<file path="src/verilog/ram_regs.svh">
`ifndef RAM_REGS_SVH
`define RAM_REGS_SVH

// register indices; byte address is four times the index
`define RAM_IDX_PHYS5      8'h62
`define RAM_IDX_PHYS6      8'h63
`define RAM_IDX_PHYS7      8'h64
`define RAM_IDX_ALIAS0     8'h65
`define RAM_IDX_ALIAS1     8'h66
`define RAM_IDX_ALIAS2     8'h67
`define RAM_IDX_STATUS     8'h70

// field positions
`define RAM_ADDR_MSB       7
`define RAM_ADDR_LSB       1
`define RAM_AUTO_ACK_BIT   0
`define RAM_STAT_BUSY_BIT  0
`define RAM_STAT_HIT_BIT   1
`define RAM_STAT_IDX_LSB   4

// reset values
`define RAM_ENTRY_RESET    8'h00

// bus figures
`define RAM_BUS_ADDR_W     10
`define RAM_BUS_DATA_W     32
`define RAM_ENTRIES        3

`endif

</file>
<file path="src/verilog/ram_pkg.sv">
package ram_pkg;

  typedef logic [6:0] ram_i2c_addr_t;

  typedef enum logic [1:0]
  {
    RAM_IDLE,
    RAM_WAIT_REMOTE,
    RAM_ACTIVE
  } ram_state_t;

endpackage : ram_pkg

</file>
<file path="src/verilog/ram_entry_if.sv">
`timescale 1ns/100ps
`default_nettype none

interface ram_entry_if;
  import ram_pkg::*;

  ram_i2c_addr_t alias_addr;
  ram_i2c_addr_t probe_addr;
  logic          hit;

  modport table_side
  (
    output alias_addr,
    output probe_addr,
    input  hit
  );

  modport matcher_side
  (
    input  alias_addr,
    input  probe_addr,
    output hit
  );

endinterface : ram_entry_if

`default_nettype wire

</file>
<file path="src/verilog/ram_alias_match.sv">
`timescale 1ns/100ps
`default_nettype none

module ram_alias_match
  import ram_pkg::*;
(
  ram_entry_if.matcher_side ent
);

  // a zero alias disables the entry
  assign ent.hit = (ent.alias_addr != 7'h00) && (ent.alias_addr == ent.probe_addr);

endmodule : ram_alias_match

`default_nettype wire

</file>
<file path="src/verilog/remote_i2c_alias_remap.sv">
// The Avalon-MM register port is this design's own decision.
`timescale 1ns/100ps
`default_nettype none
`include "ram_regs.svh"

// Notes on behaviour
// - Target entries hold a 7-bit physical address in bits 7:1; bit 0 reads zero.
// - On an alias match the stored physical address replaces the forwarded target address.
// - Alias entries hold a 7-bit alias in bits 7:1, compared with incoming addresses.
// - Alias entry N pairs with target entry N+5 (ALIAS0 with PHYS5) for substitution.
// - An alias value of zero never matches, disabling that entry.
// - Auto-ack bit set: every write to that target is acknowledged locally.
// - After reset all aliases, targets and auto-ack bits are zero.
module remote_i2c_alias_remap
  import ram_pkg::*;
#(
  parameter int NUM_ENTRIES = `RAM_ENTRIES
)
(
  input  wire logic                         clk,
  input  wire logic                         rst_n,
  input  wire logic [`RAM_BUS_ADDR_W-1:0]   avs_address,
  input  wire logic                         avs_read,
  input  wire logic                         avs_write,
  input  wire logic [3:0]                   avs_byteenable,
  input  wire logic [`RAM_BUS_DATA_W-1:0]   avs_writedata,
  output logic      [`RAM_BUS_DATA_W-1:0]   avs_readdata,
  output logic                              avs_waitrequest,
  input  wire logic                         i2c_addr_valid,
  input  wire logic [6:0]                   i2c_addr,
  input  wire logic                         i2c_rnw,
  input  wire logic                         i2c_byte_valid,
  input  wire logic                         i2c_stop,
  input  wire logic                         remote_resp_valid,
  input  wire logic                         remote_ack,
  output logic                              fwd_start,
  output logic      [6:0]                   fwd_addr,
  output logic                              fwd_rnw,
  output logic                              fwd_byte,
  output logic                              addr_miss,
  output logic                              local_resp_valid,
  output logic                              local_ack
);

  if (NUM_ENTRIES < 1 || NUM_ENTRIES > `RAM_ENTRIES)
  begin : g_bad_entries
    $error("NUM_ENTRIES must lie between 1 and 3");
  end

  // register storage
  ram_i2c_addr_t  phys_q  [NUM_ENTRIES];
  ram_i2c_addr_t  phys_d  [NUM_ENTRIES];
  ram_i2c_addr_t  alias_q [NUM_ENTRIES];
  ram_i2c_addr_t  alias_d [NUM_ENTRIES];
  logic           auto_q  [NUM_ENTRIES];
  logic           auto_d  [NUM_ENTRIES];

  // bus slave state
  logic [`RAM_BUS_DATA_W-1:0]  rdata_q;
  logic [`RAM_BUS_DATA_W-1:0]  rdata_d;
  logic                        wait_q;
  logic                        wait_d;

  // transaction state
  ram_state_t     state_q;
  ram_state_t     state_d;
  logic           auto_wr_q;
  logic           auto_wr_d;
  logic           last_hit_q;
  logic           last_hit_d;
  logic [1:0]     last_idx_q;
  logic [1:0]     last_idx_d;
  logic           fwd_start_q;
  logic           fwd_start_d;
  ram_i2c_addr_t  fwd_addr_q;
  ram_i2c_addr_t  fwd_addr_d;
  logic           fwd_rnw_q;
  logic           fwd_rnw_d;
  logic           fwd_byte_q;
  logic           fwd_byte_d;
  logic           miss_q;
  logic           miss_d;
  logic           lresp_q;
  logic           lresp_d;
  logic           lack_q;
  logic           lack_d;

  // address matching
  logic           hit_vec [NUM_ENTRIES];
  logic           any_hit;
  logic [1:0]     hit_idx;

  for (genvar gi = 0; gi < NUM_ENTRIES; gi++)
  begin : g_entry
    ram_entry_if ent ();
    assign ent.alias_addr = alias_q[gi];
    assign ent.probe_addr = i2c_addr;
    assign hit_vec[gi]    = ent.hit;
    ram_alias_match u_match
    (
      .ent (ent)
    );
  end

  // lowest matching entry wins
  always_comb
  begin
    any_hit = 1'b0;
    hit_idx = 2'd0;
    for (int i = NUM_ENTRIES - 1; i >= 0; i--)
    begin
      if (hit_vec[i])
      begin
        any_hit = 1'b1;
        hit_idx = i[1:0];
      end
    end
  end

  // bus decode
  logic        bus_req;
  logic        bus_take;
  logic [7:0]  bus_idx;
  logic        bus_aligned;

  assign bus_req     = avs_read | avs_write;
  assign bus_take    = bus_req & ~wait_q;
  assign bus_idx     = avs_address[9:2];
  assign bus_aligned = (avs_address[1:0] == 2'b00);

  // register read and write
  always_comb
  begin
    logic [7:0] rd_byte;
    rd_byte = 8'h00;
    for (int i = 0; i < NUM_ENTRIES; i++)
    begin
      phys_d[i]  = phys_q[i];
      alias_d[i] = alias_q[i];
      auto_d[i]  = auto_q[i];
    end
    // one wait cycle, then a one-cycle answer
    wait_d  = ~(bus_req & wait_q);
    rdata_d = rdata_q;

    if (bus_req && wait_q && bus_aligned)
    begin
      for (int i = 0; i < NUM_ENTRIES; i++)
      begin
        if (bus_idx == (`RAM_IDX_PHYS5 + 8'(i)))
        begin
          rd_byte = {phys_q[i], 1'b0};
        end
        if (bus_idx == (`RAM_IDX_ALIAS0 + 8'(i)))
        begin
          rd_byte = {alias_q[i], auto_q[i]};
        end
      end
      if (bus_idx == `RAM_IDX_STATUS)
      begin
        rd_byte = 8'h00;
        rd_byte[`RAM_STAT_BUSY_BIT] = (state_q != RAM_IDLE);
        rd_byte[`RAM_STAT_HIT_BIT]  = last_hit_q;
        rd_byte[`RAM_STAT_IDX_LSB +: 2] = last_idx_q;
      end
    end
    if (bus_req && wait_q)
    begin
      rdata_d = {24'h000000, rd_byte};
    end

    if (avs_write && bus_take && bus_aligned && avs_byteenable[0])
    begin
      for (int i = 0; i < NUM_ENTRIES; i++)
      begin
        if (bus_idx == (`RAM_IDX_PHYS5 + 8'(i)))
        begin
          phys_d[i] = avs_writedata[`RAM_ADDR_MSB:`RAM_ADDR_LSB];
        end
        if (bus_idx == (`RAM_IDX_ALIAS0 + 8'(i)))
        begin
          alias_d[i] = avs_writedata[`RAM_ADDR_MSB:`RAM_ADDR_LSB];
          auto_d[i]  = avs_writedata[`RAM_AUTO_ACK_BIT];
        end
      end
    end
  end

  always_ff @(posedge clk or negedge rst_n)
  begin
    if (!rst_n)
    begin
      for (int i = 0; i < NUM_ENTRIES; i++)
      begin
        phys_q[i]  <= 7'h00;
        alias_q[i] <= 7'h00;
        auto_q[i]  <= 1'b0;
      end
      rdata_q <= 32'h00000000;
      wait_q  <= 1'b1;
    end
    else
    begin
      for (int i = 0; i < NUM_ENTRIES; i++)
      begin
        phys_q[i]  <= phys_d[i];
        alias_q[i] <= alias_d[i];
        auto_q[i]  <= auto_d[i];
      end
      rdata_q <= rdata_d;
      wait_q  <= wait_d;
    end
  end

  // transaction sequencing
  always_comb
  begin
    state_d     = state_q;
    auto_wr_d   = auto_wr_q;
    last_hit_d  = last_hit_q;
    last_idx_d  = last_idx_q;
    fwd_start_d = 1'b0;
    fwd_addr_d  = fwd_addr_q;
    fwd_rnw_d   = fwd_rnw_q;
    fwd_byte_d  = 1'b0;
    miss_d      = 1'b0;
    lresp_d     = 1'b0;
    lack_d      = lack_q;

    unique case (state_q)
      RAM_IDLE:
      begin
        if (i2c_addr_valid)
        begin
          last_hit_d = any_hit;
          if (any_hit)
          begin
            last_idx_d  = hit_idx;
            fwd_start_d = 1'b1;
            fwd_addr_d  = phys_q[hit_idx];
            fwd_rnw_d   = i2c_rnw;
            auto_wr_d   = auto_q[hit_idx] & ~i2c_rnw;
            if (auto_q[hit_idx] && !i2c_rnw)
            begin
              lresp_d = 1'b1;
              lack_d  = 1'b1;
              state_d = RAM_ACTIVE;
            end
            else
            begin
              state_d = RAM_WAIT_REMOTE;
            end
          end
          else
          begin
            miss_d = 1'b1;
          end
        end
      end
      RAM_WAIT_REMOTE:
      begin
        if (i2c_stop)
        begin
          state_d = RAM_IDLE;
        end
        else if (remote_resp_valid)
        begin
          lresp_d = 1'b1;
          lack_d  = remote_ack;
          state_d = remote_ack ? RAM_ACTIVE : RAM_IDLE;
        end
      end
      RAM_ACTIVE:
      begin
        if (i2c_stop)
        begin
          state_d = RAM_IDLE;
        end
        else if (i2c_byte_valid)
        begin
          fwd_byte_d = 1'b1;
          if (auto_wr_q)
          begin
            lresp_d = 1'b1;
            lack_d  = 1'b1;
          end
          else
          begin
            state_d = RAM_WAIT_REMOTE;
          end
        end
      end
    endcase
  end

  always_ff @(posedge clk or negedge rst_n)
  begin
    if (!rst_n)
    begin
      state_q     <= RAM_IDLE;
      auto_wr_q   <= 1'b0;
      last_hit_q  <= 1'b0;
      last_idx_q  <= 2'd0;
      fwd_start_q <= 1'b0;
      fwd_addr_q  <= 7'h00;
      fwd_rnw_q   <= 1'b0;
      fwd_byte_q  <= 1'b0;
      miss_q      <= 1'b0;
      lresp_q     <= 1'b0;
      lack_q      <= 1'b0;
    end
    else
    begin
      state_q     <= state_d;
      auto_wr_q   <= auto_wr_d;
      last_hit_q  <= last_hit_d;
      last_idx_q  <= last_idx_d;
      fwd_start_q <= fwd_start_d;
      fwd_addr_q  <= fwd_addr_d;
      fwd_rnw_q   <= fwd_rnw_d;
      fwd_byte_q  <= fwd_byte_d;
      miss_q      <= miss_d;
      lresp_q     <= lresp_d;
      lack_q      <= lack_d;
    end
  end

  assign avs_readdata     = rdata_q;
  assign avs_waitrequest  = wait_q;
  assign fwd_start        = fwd_start_q;
  assign fwd_addr         = fwd_addr_q;
  assign fwd_rnw          = fwd_rnw_q;
  assign fwd_byte         = fwd_byte_q;
  assign addr_miss        = miss_q;
  assign local_resp_valid = lresp_q;
  assign local_ack        = lack_q;

endmodule : remote_i2c_alias_remap

`default_nettype wire

</file>
<file path="config.mk">
export PLATFORM = sky130hd
export DESIGN_NAME = remote_i2c_alias_remap
export DESIGN_NICKNAME = d
export VERILOG_FILES = /design/src/verilog/ram_pkg.sv /design/src/verilog/ram_entry_if.sv /design/src/verilog/ram_alias_match.sv /design/src/verilog/remote_i2c_alias_remap.sv
export VERILOG_INCLUDE_DIRS = /design/src /design/src/verilog
export SDC_FILE = /design/constraint.sdc
export NUM_CORES = 1
export LEC_CHECK = 0
export ABC_AREA = 1
export BUFFER_PORTS_ARGS = -buffer_cell sky130_fd_sc_hd__buf_4
export CAP_MARGIN = 20
export CORE_MARGIN = 4
export CORE_UTILIZATION = 53
export CTS_CLUSTER_DIAMETER = 60
export DETAILED_ROUTE_END_ITERATION = 10
export PLACE_DENSITY = 0.82
export SYNTH_ARGS = -nofsm -noshare
export SYNTH_HDL_FRONTEND = slang
export SYNTH_SLANG_ARGS = --single-unit
export TNS_END_PERCENT = 30
</file>
<file path="constraint.sdc">
create_clock -name clk -period 1.9 [get_ports clk]
set_clock_uncertainty 0.15 [all_clocks]
set_input_delay 0.19 -clock clk [delete_from_list [all_inputs] [get_ports clk]]
set_output_delay 0.19 -clock clk [all_outputs]
set_load 0.05 [all_outputs]
</file>
# Yosys cells after proc, flatten, opt, wreduce, memory -nomap -nowiden
# Cells that the tools add are included.
# totals
reg_bits,73
inputBits,63
output_inout_bits,46
word_cells,137
# op_classes
magnitude_cmp,1
n_eq_ne,23
muxes,57
bitwise_logic,8
n_reduce_logical,26
# ops
operator,count
$mux W8,8
$eq A8 B7 Y1 const B,7
$mux W1,30
$mux W2,12
$eq A7 B7 Y1,3
$reduce_bool A7 Y1,3
$ne A2 B2 Y1 const B,8
$bmux W7 S2,1
$mux W7,2
$reduce_and A2 Y1,7
$logic_and A1 B1 Y1,9
$ne A3 B3 Y1 const B,3
$reduce_and A8 Y1,1
$pmux W1 S3,2
$pmux W2 S3,1
$reduce_and A5 Y1,1
$logic_not A2 Y1,2
$and A1 B1 Y1,3
$ge A3 B3 Y1 const B,1
$not A1 Y1,3
$not A2 Y3,1
$reduce_and A3 Y1,1
$bmux W1 S2,1
$eq A2 B1 Y1 const B,1
4 further kinds,4

# Longest topological paths before layout
# Gate-level depths: netlist (run 1).
# logic_depth
ltp_word,14
ltp_mapped,15
mapped_depth_nobuf,15

# Modules after synthesis
# Synthesis (run 1) repeated with hierarchy kept, for this count alone.
# hier_totals
cells_unflattened,594
hier_area_um2,4237.8
# modules_own_cells
module,instances,cells_each,area_per_inst_um2,seq_area_each_um2
remote_i2c_alias_remap,1,468,3716.1,1828.0
ram_alias_match,3,42,173.9,0.0

# Worst setup path before layout (run 1)
# No wires, ideal clock.
# synth_path
kind,register to register
start,"register wait_q, in the netlist avs_waitrequest"
end,"register rdata_q[5], in the netlist avs_readdata[5]"
setup_ns,0.066
arrival_time_ns,1.516
required_ns,1.684
setup_slack_ns,0.168
path_stages_with_launch,7
path_buffers,1
period_less_slack_ns,1.732
path_cell_list,dfstp_2 o21ai_0 clkbuf_1 nor2_1 o21ai_0 o21bai_1 nand2_1
# synth_between
elab_chain_len,3
# synth_rtl
item,line_no,source
from (decl),remote_i2c_alias_remap.sv:61,logic wait_q;
from (signal assigned),remote_i2c_alias_remap.sv:211,wait_q <= wait_d;
$logic_and A1 B1 Y1 (*),"remote_i2c_alias_remap.sv:146, remote_i2c_alias_remap.sv:167",
$logic_and A1 B1 Y1,remote_i2c_alias_remap.sv:146,if (bus_req && wait_q && bus_aligned)
$mux W8,remote_i2c_alias_remap.sv:146,
to (signal assigned),remote_i2c_alias_remap.sv:210,rdata_q <= rdata_d;
to (decl),remote_i2c_alias_remap.sv:59,logic [`RAM_BUS_DATA_W-1:0] rdata_q;
# Mark *: on every way between the ends. The rest lies on a longest branch, timed or not.
# A chain may end at the register's enable or synchronous reset.

# Worst setup path in the final report (run 1)
# layout_path
start,"register alias_q, in the netlist g_entry[2].ent.alias_addr[0]"
end,"register fwd_addr_q[0], in the netlist fwd_addr[0]"
# layout_between
elab_chain_len,9
elab_cells_between_ends,14
classes_between,eq/ne: 1; mux: 9; bitwise: 1; reduce/logical: 3
# layout_rtl
item,line_no,source
from (decl),remote_i2c_alias_remap.sv:53,ram_i2c_addr_t alias_q [NUM_ENTRIES];
"from (signal, indexed assignment)",remote_i2c_alias_remap.sv:207,alias_q[i] <= alias_d[i];
$eq A7 B7 Y1 or $reduce_bool A7 Y1 (tied branches),ram_alias_match.sv:11,assign ent.hit = (ent.alias_addr != 7'h00) && (ent.alias_addr == ent.probe_addr);
$logic_and A1 B1 Y1 (*),ram_alias_match.sv:11,
$mux W2 (3 in a row),remote_i2c_alias_remap.sv:112,if (hit_vec[i])
$not A2 Y3 (not written as such),remote_i2c_alias_remap.sv:240,fwd_addr_d = phys_q[hit_idx];
$bmux W7 S2,remote_i2c_alias_remap.sv:240,
$mux W7 (not written as such) (2 in a row),remote_i2c_alias_remap.sv:240,
to (signal assigned),remote_i2c_alias_remap.sv:319,fwd_addr_q <= fwd_addr_d;
to (decl),remote_i2c_alias_remap.sv:75,ram_i2c_addr_t fwd_addr_q;
# Mark *: on every way between the ends. The rest lies on a longest branch, timed or not. The select of a mux whose other input is x is not followed.

==> results.txt, run 1 <==
The net switching power was 1.19 mW. In the final layout, the share of cells above drive strength 1 is 22.2%. The routability congestion estimate from global placement was 1.01; the via total after detailed routing was 4003.

For the cell total after placement, the log shows 736. The count of endpoints failing hold in the final timing report was 0. The design draws 3.87 mW.

The I/O pin count is 109. Type of element capturing the critical path: a flop. Power share of the clock group: 34.8%. For the number of antenna violations at the first check in global routing, the log shows 0.

The run gives 1.98 ns as the required time of the critical path. In this run the tool buffered the top-level ports with 57 buffer cells. The routed design could run at a clock period as short as 1.90 ns.

The maximum level of the CTS H-tree is 3. TritonCTS built the clock tree. The count of antenna diodes in the layout came out at 0.

The total overflow left after global routing is 0. The internal portion of the total power is 2.68 mW. The number of DRC violations after detailed-routing iteration 0 is 350, and the mapped cell area is 0.00413 sq mm. The flow ran to the end, and the final reports show no timing, DRC or antenna violations. The number of distinct standard cells referenced by the synthesized netlist came out at 38. Dividing the synthesized area by the synthesized cell count gives 7.44 sq um. The detailed-route wire length per cell came out at 14.5 microns. The first global-routing pass estimated 17400 microns of wire. The commonest non-fill, non-tap cell in the layout is nand2_1. Setup violations remaining at the end of the flow were counted as 0.

Of the total power, registers draw 42.3%. The power density over cell area works out to 743 mW/mm^2. The Yosys warning count is 0. The period utilization was 99.8%. Headroom to the max-slew limit: 66.6%. The logs give 761 for the number of standard cells in the layout, taps in and fillers out and -0.0524 ns for the pre-CTS setup slack. Setup repair after global routing could not meet its margin everywhere.

The worst hold-check path type is in2reg. The post-synthesis sequential element count came out at 73. The tools report the post-route antenna net violation count as 0.

For this run, the register share of the synthesized area comes to 44.3%. Along the worst path, the maximum fanout reaches 6. For the pin with the worst max-slew slack, the measured transition is 0.497 ns. Chip height: 96.3 microns.

The logs give 1.98 ns for the critical path arrival and 73 for the TritonCTS sink count. The logs give 0 for the number of max-slew violations in the final report and 55.8% for the effective utilization at floorplan. Critical path class: reg2reg. The maximum vdd drop is 0.416 mV, and the max-capacitance violation count is 0. Post-route core utilization: 70.4%. The run gives 22.8% as the combinational power share. Wires add up to 11100 microns. The run gives 0.00927 sq mm as the area of the die. The floorplan step defined a core boundary enclosing 0.00741 sq mm. The top cell types in the final layout, fill and taps aside, are nand2_1 (182), buf_4 (94), dfrtp_1 (70), inv_1 (64), o21ai_0 (64). After detailed routing, the number of remaining DRC violations is 0. The logs give 3628 for the number of global-route vias before repair and 527 MHz for the maximum achievable frequency.

The final layout net count is 725. After detailed routing, the number of vias per cell comes to 5.26. For this run, asynchronously set or reset flops after synthesis account for 100%. For this design the static power due to leakage is 2.74 nW.

No sink is reached through more buffers than the 2 on the longest clock path. The element type at the critical path start was a flop. In this run, synthesis inferred 0 flip-flops with an integrated enable. The tools report the detailed-placement wirelength estimate as 8220 microns.

Row generation in the floorplan step produced 31 rows. The instance count of the mapped netlist is 555. At the later pin of the worst-skew pair, clock insertion delay measures 0.34 ns. From left edge to right edge, the die measures 96.3 microns. For this run, the total global-route usage over all layers was measured as 24.7%. The tools report the post-layout worst setup margin as 0.00296 ns. For this run, the leading register cell type out of synthesis is dfrtp_1. The proportion of total power due to net switching was 30.8%. Clock tree synthesis selected as its root buffer the cell clkbuf_8. Relative to the synthesized area, the layout overhead comes to 26.2%.

Entering global routing, the biggest net connects 43 pins. The clock slew at the register clock pins of the worst setup and hold paths is 0.08 ns, and the first-pass iteration count of the detailed router is 5. Counting the buffers created by CTS gives 9.
[through the flow]
step           instance area (sq um)  hold slack (ns)  setup TNS, ns
2_1_floorplan                   4220           -0.256              0
3_3_place_gp                    4820          0.00187              0
3_5_place_dp                    4820         0.000356         -0.188
4_1_cts                         5140           0.0311         -0.210
5_1_grt                         5210           0.0613          -1.86
6_report                        5210           0.0408              0
[worst max-delay path, stage by stage, from the launching register on]
cell and delay (ns):
dfrtp_2 0.45, xnor2_2 0.16, nand2_1 0.08, nor2_1 0.08, nand2_1 0.06, nor2_1 0.09
buf_4 0.14, nand3_4 0.08, buf_6 0.15, buf_4 0.13, o211ai_1 0.15, nand2_1 0.06
[flip-flops by register name, summed over array words and instances (netlist names)]
register / cells
g_entry.ent.alias_addr: 21
phys_q: 21
avs_readdata: 8
fwd_addr: 7
auto_q: 3
last_idx_q: 2
state_q: 2
addr_miss: 1
auto_wr_q: 1
avs_waitrequest: 1
fwd_byte: 1
fwd_rnw: 1
fwd_start: 1
last_hit_q: 1
local_ack: 1
local_resp_valid: 1
[timing repair]
action,4_1_cts,5_1_grt
pin swaps,5,8
cloned,1,0
setup endpoints to repair,10,17
endpoints found under the hold margin,36,0
setup buffers,0,5
resized for setup,9,14
hold buffers,5,0
[layer usage]
metal	track usage, %	share of wire [%]	wire (microns)
met5	0	0	0
met2	40.8	47	5220
met3	4.38	9.2	1020
met4	7.46	1.1	121
met1	33.2	42	4700
[layout make-up]
| class | count | area [sq um] |
|---|---|---|
| Clock buffer | 11 | 151 |
| Clock inverter | 3 | 65.1 |
| Fill cell | 601 | 2200 |
| Inverter | 69 | 267 |
| Multi-Input combinational cell | 402 | 1960 |
| Sequential cell | 73 | 1830 |
| Tap cell | 99 | 124 |
| Timing Repair Buffer | 104 | 815 |
[worst paths after layout]
check | from | end | slack (ns) | depth (start not counted)
setup reg to reg | g_entry[2].ent.alias_addr[0] | fwd_addr[0] | 0.003 | 11
min in group asynchronous | rst_n | avs_readdata[7] | 0.17 | 2
setup / recovery | g_entry[2].ent.alias_addr[0] | fwd_addr[0] | 0.003 | 11
hold / removal | remote_ack | local_ack | 0.04 | 5
hold reg to reg | local_ack | local_ack | 0.33 | 2
max in group asynchronous | rst_n | g_entry[2].ent.alias_addr[0] | 0.84 | 3
[Yosys cell counts, types with 4 or more instances]
library cell / instances / share of area [%]
nand2_1: 183 / 17
dfrtp_1: 72 / 44
o21ai_0: 67 / 8.1
inv_1: 64 / 5.8
nor2_1: 34 / 3.1
buf_4: 25 / 4.5
nand3_1: 16 / 1.9
a21oi_1: 13 / 1.6
o211ai_1: 11 / 2.0
clkbuf_1: 7 / 0.64
nor3_1: 7 / 0.85
nand2_2: 4 / 0.61
nand3_2: 4 / 0.97
nand4_1: 4 / 0.61
nor3_2: 4 / 0.97
o22ai_1: 4 / 0.61
xnor2_1: 4 / 0.85
[power groups by stage]
stage	clock network [mW]	logic, mW	registers (mW)
after global placement	0	0.793	1.67
after detailed placement	0	0.809	1.67
after global routing	1.43	0.972	1.65
final	1.35	0.885	1.64
after floorplan	0	0.496	1.76
after CTS	1.36	0.828	1.64
[cell families (layout without fill, tap and decap cells)]
kind of cell             count (synthesis)  in the layout  synth area share [%]
AO/OA/AOI/OAI                          106            106                  14.2
XOR/XNOR                                 5              5                  1.06
adder cells (fa/ha/maj)                  3              3                 0.909
buffers and inverters                  103            187                  12.0
flip-flops                              73             73                  44.3
other                                    1             24                0.0908
AND/OR/NAND/NOR                        264            264                  27.5
Note: power is estimated with default switching activity, not from simulation.
==> run 2: changes to the inputs <==
CORE_UTILIZATION = 55   (was 53)
CTS_BUF_LIST = sky130_fd_sc_hd__clkbuf_4   (was unset)
PLACE_DENSITY = 0.85   (was 0.82)
==> run 2 against run 1 <==
Effect of this change: sequential share of layout area up 0.58 points; global-route usage up 2.1 points; hold slack worse by 0.030 ns; cell area down 1.8%; combinational power about the same; utilization down 0.13 points; critical path depth up 4; clock power down 26%; maximum frequency up 0.20%; register-to-register slack about the same; sequential power about the same; count of clock-buffer cells in the layout up 2.
==> results.txt, run 2 (synthesized netlist as in run 1, its figures left out) <==
The net count of the finished layout is 722. Leaving out fill and tap cells, the most frequent cell in the layout is nand2_1. The filler cell count is 561.

Data on the critical path is required at its endpoint by 2.13 ns. The number of buffer cells added on primary ports is 57. The tightest hold margin was 0.0105 ns; the aggregate global-route resource usage was 26.9%. The worst pin sits at a relative slew slack of 60.6%. Leaving out fill and tap cells, the most frequent cells in the layout are nand2_1 (181), buf_4 (90), dfrtp_1 (72), o21ai_0 (63), inv_1 (62).

Power spread over the standard cell area amounts to 688 mW/mm^2. At the later pin of the worst-skew pair, clock insertion delay measures 0.43 ns. TritonCTS built the clock tree. The number of antenna diodes in the final layout is 0. Critical path class: reg2reg.

The final layout contains routed wiring with a total length of 11500 microns. The maximum clock path buffer count came out at 2. The run gives 8560 microns as the detailed-placement wirelength estimate. Adding up every negative setup slack in the final design gives 0 ns. The first-pass iteration count of the detailed router is 6, and the leakage power total is 2.69 nW. After detailed routing, the number of vias per cell comes to 5.45.

The maximum vdd drop came out at 0.315 mV. The clock drives 73 sinks. In this run the vertical extent of the chip is 94.7 microns.

For the maximum level of the CTS H-tree, the log shows 3. Entering global routing, the biggest net connects 32 pins. In this run the worst path has a maximum fanout of 4.

Based on the critical path, the design can be clocked at up to 528 MHz. Counting cells, the worst reg-to-reg path comes to 15. The worst setup path is captured at a flop. Setup repair after global routing could not meet its margin everywhere. The clock buffer count from CTS was 9; the number of antenna violations at the first check in global routing was 0. The total global routing overflow was 0. Setup violations remaining at the end of the flow were counted as 0.

Count of endpoints failing hold in the final timing report: 0. Along the worst hold path, the cell count comes to 3. The run gives 4145 as the via total after detailed routing.

The run finished with clean final reports. The routability congestion estimate from global placement was 0.931; the die outline width was 94.7 microns. The run gives 18700 microns as the global-route wire length before repair.

Clock-pin slew was measured on the worst setup and hold paths at 0.13 ns. The die covers 0.00896 sq mm. The run gives 0 as the remaining design rule violation count.

From synthesis to final layout, the design area changed by 24.0%. Post-route antenna net violation count: 0. The period utilization came out at 99.6%. The I/O pin count was 109. The final period demand of the worst path works out to 1.89 ns. Element type at the critical path start: a flop. The run gives 0.00729 sq mm as the total core area. Row generation in the floorplan step produced 31 rows.

At the pin with the least slew margin, the transition time is 0.586 ns. The cell sitting at the root of the clock tree is a clkbuf_4. The fraction of layout instances using a drive strength above 1 came out at 21.3%. After detailed routing, the average wire length per cell comes to 15.1 microns. The logs give 4054 for the number of global-route vias before repair and 481 for the number of DRC violations after detailed-routing iteration 0. Number of max-slew violations in the final report: 0.

The critical path arrival is 2.12 ns. The initial utilization of the core area, before any placement, comes to 56.6%. The tightest min-delay check is of the in2reg type. The tool flagged a number of max-cap violations equal to 0.
run 2: power by group:
part / internal (mW) / total (mW) / leakage [nW] / switching [mW]
clock network: 0.460 / 1.00 / 0.0780 / 0.541
logic: 0.267 / 0.886 / 1.60 / 0.619
registers: 1.61 / 1.64 / 1.01 / 0.0304
total: 2.34 / 3.53 / 2.69 / 1.19
run 2: per-stage QoR:
| step | power [mW] | utilization, % | setup WS [ns] | instance area [sq um] | cells |
|---|---|---|---|---|---|
| finish | 3.53 | 70.2 | 0.00674 | 5120 | 760 |
| global placement | 2.46 | 66.2 | 0.0276 | 4830 | 734 |
| CTS | 3.48 | 69.3 | -0.0140 | 5050 | 757 |
| global route | 3.69 | 70.2 | -0.199 | 5120 | 760 |
| detailed placement | 2.49 | 66.2 | -0.0393 | 4830 | 734 |
| floorplan | 2.26 | - | 0.168 | 4220 | 578 |
run 2: final timing paths:
kind,startpoint,to,slack [ns]
max in group asynchronous,rst_n,last_idx_q[1],0.97
worst min register to register,last_hit_q,last_hit_q,0.35
worst max register to register,g_entry[2].ent.alias_addr[3],local_ack,0.007
min in group asynchronous,rst_n,avs_readdata[7],0.06
worst min-delay path,avs_writedata[2],phys_q[1],0.01
worst max-delay path,g_entry[2].ent.alias_addr[3],local_ack,0.007
run 2: per-layer routing:
layer  routed length, microns  global-route usage (%)  vias to the layer above  share of wire (%)
met5                        0                       0                        -                  0
met4                      334                    11.3                        0                2.9
met3                     1150                    5.10                       44                 10
met2                     5540                    45.3                      245                 48
met1                     4460                    33.8                     1910                 39
li1                         -                       -                     1946                  -
run 2: area by class of cell:
| cell class | instances | area, sq um | share of cell area [%] |
|---|---|---|---|
| multi-input cells | 402 | 1950 | 38.0 |
| clock inverters | 3 | 42.5 | 0.831 |
| flip-flops and latches | 73 | 1830 | 35.7 |
| clock buffers | 13 | 97.6 | 1.91 |
| well taps | 99 | 124 | 2.42 |
| inverters | 69 | 267 | 5.20 |
| repair buffers | 101 | 816 | 15.9 |
run 2: worst max-delay path, stage by stage (launching register included):
cell	delay (ns)
dfrtp_1	0.42
inv_1	0.09
nand2_1	0.07
o21ai_0	0.09
nor2_1	0.11
nand2_1	0.06
nor2_1	0.10
buf_4	0.14
nand4_1	0.09
nand2_1	0.08
clkinv_1	0.09
nand2_2	0.09
nand2_1	0.07
nand2_1	0.07
nand2_1	0.06
nand2_1	0.07
run 2: timing repair:
item,in CTS,in global routing
hold endpoints to repair,83,1
pin swaps,1,4
resized for setup,3,16
hold buffers,7,1
endpoints found under the setup margin,12,16
buffers inserted,0,2
gates cloned,0,0
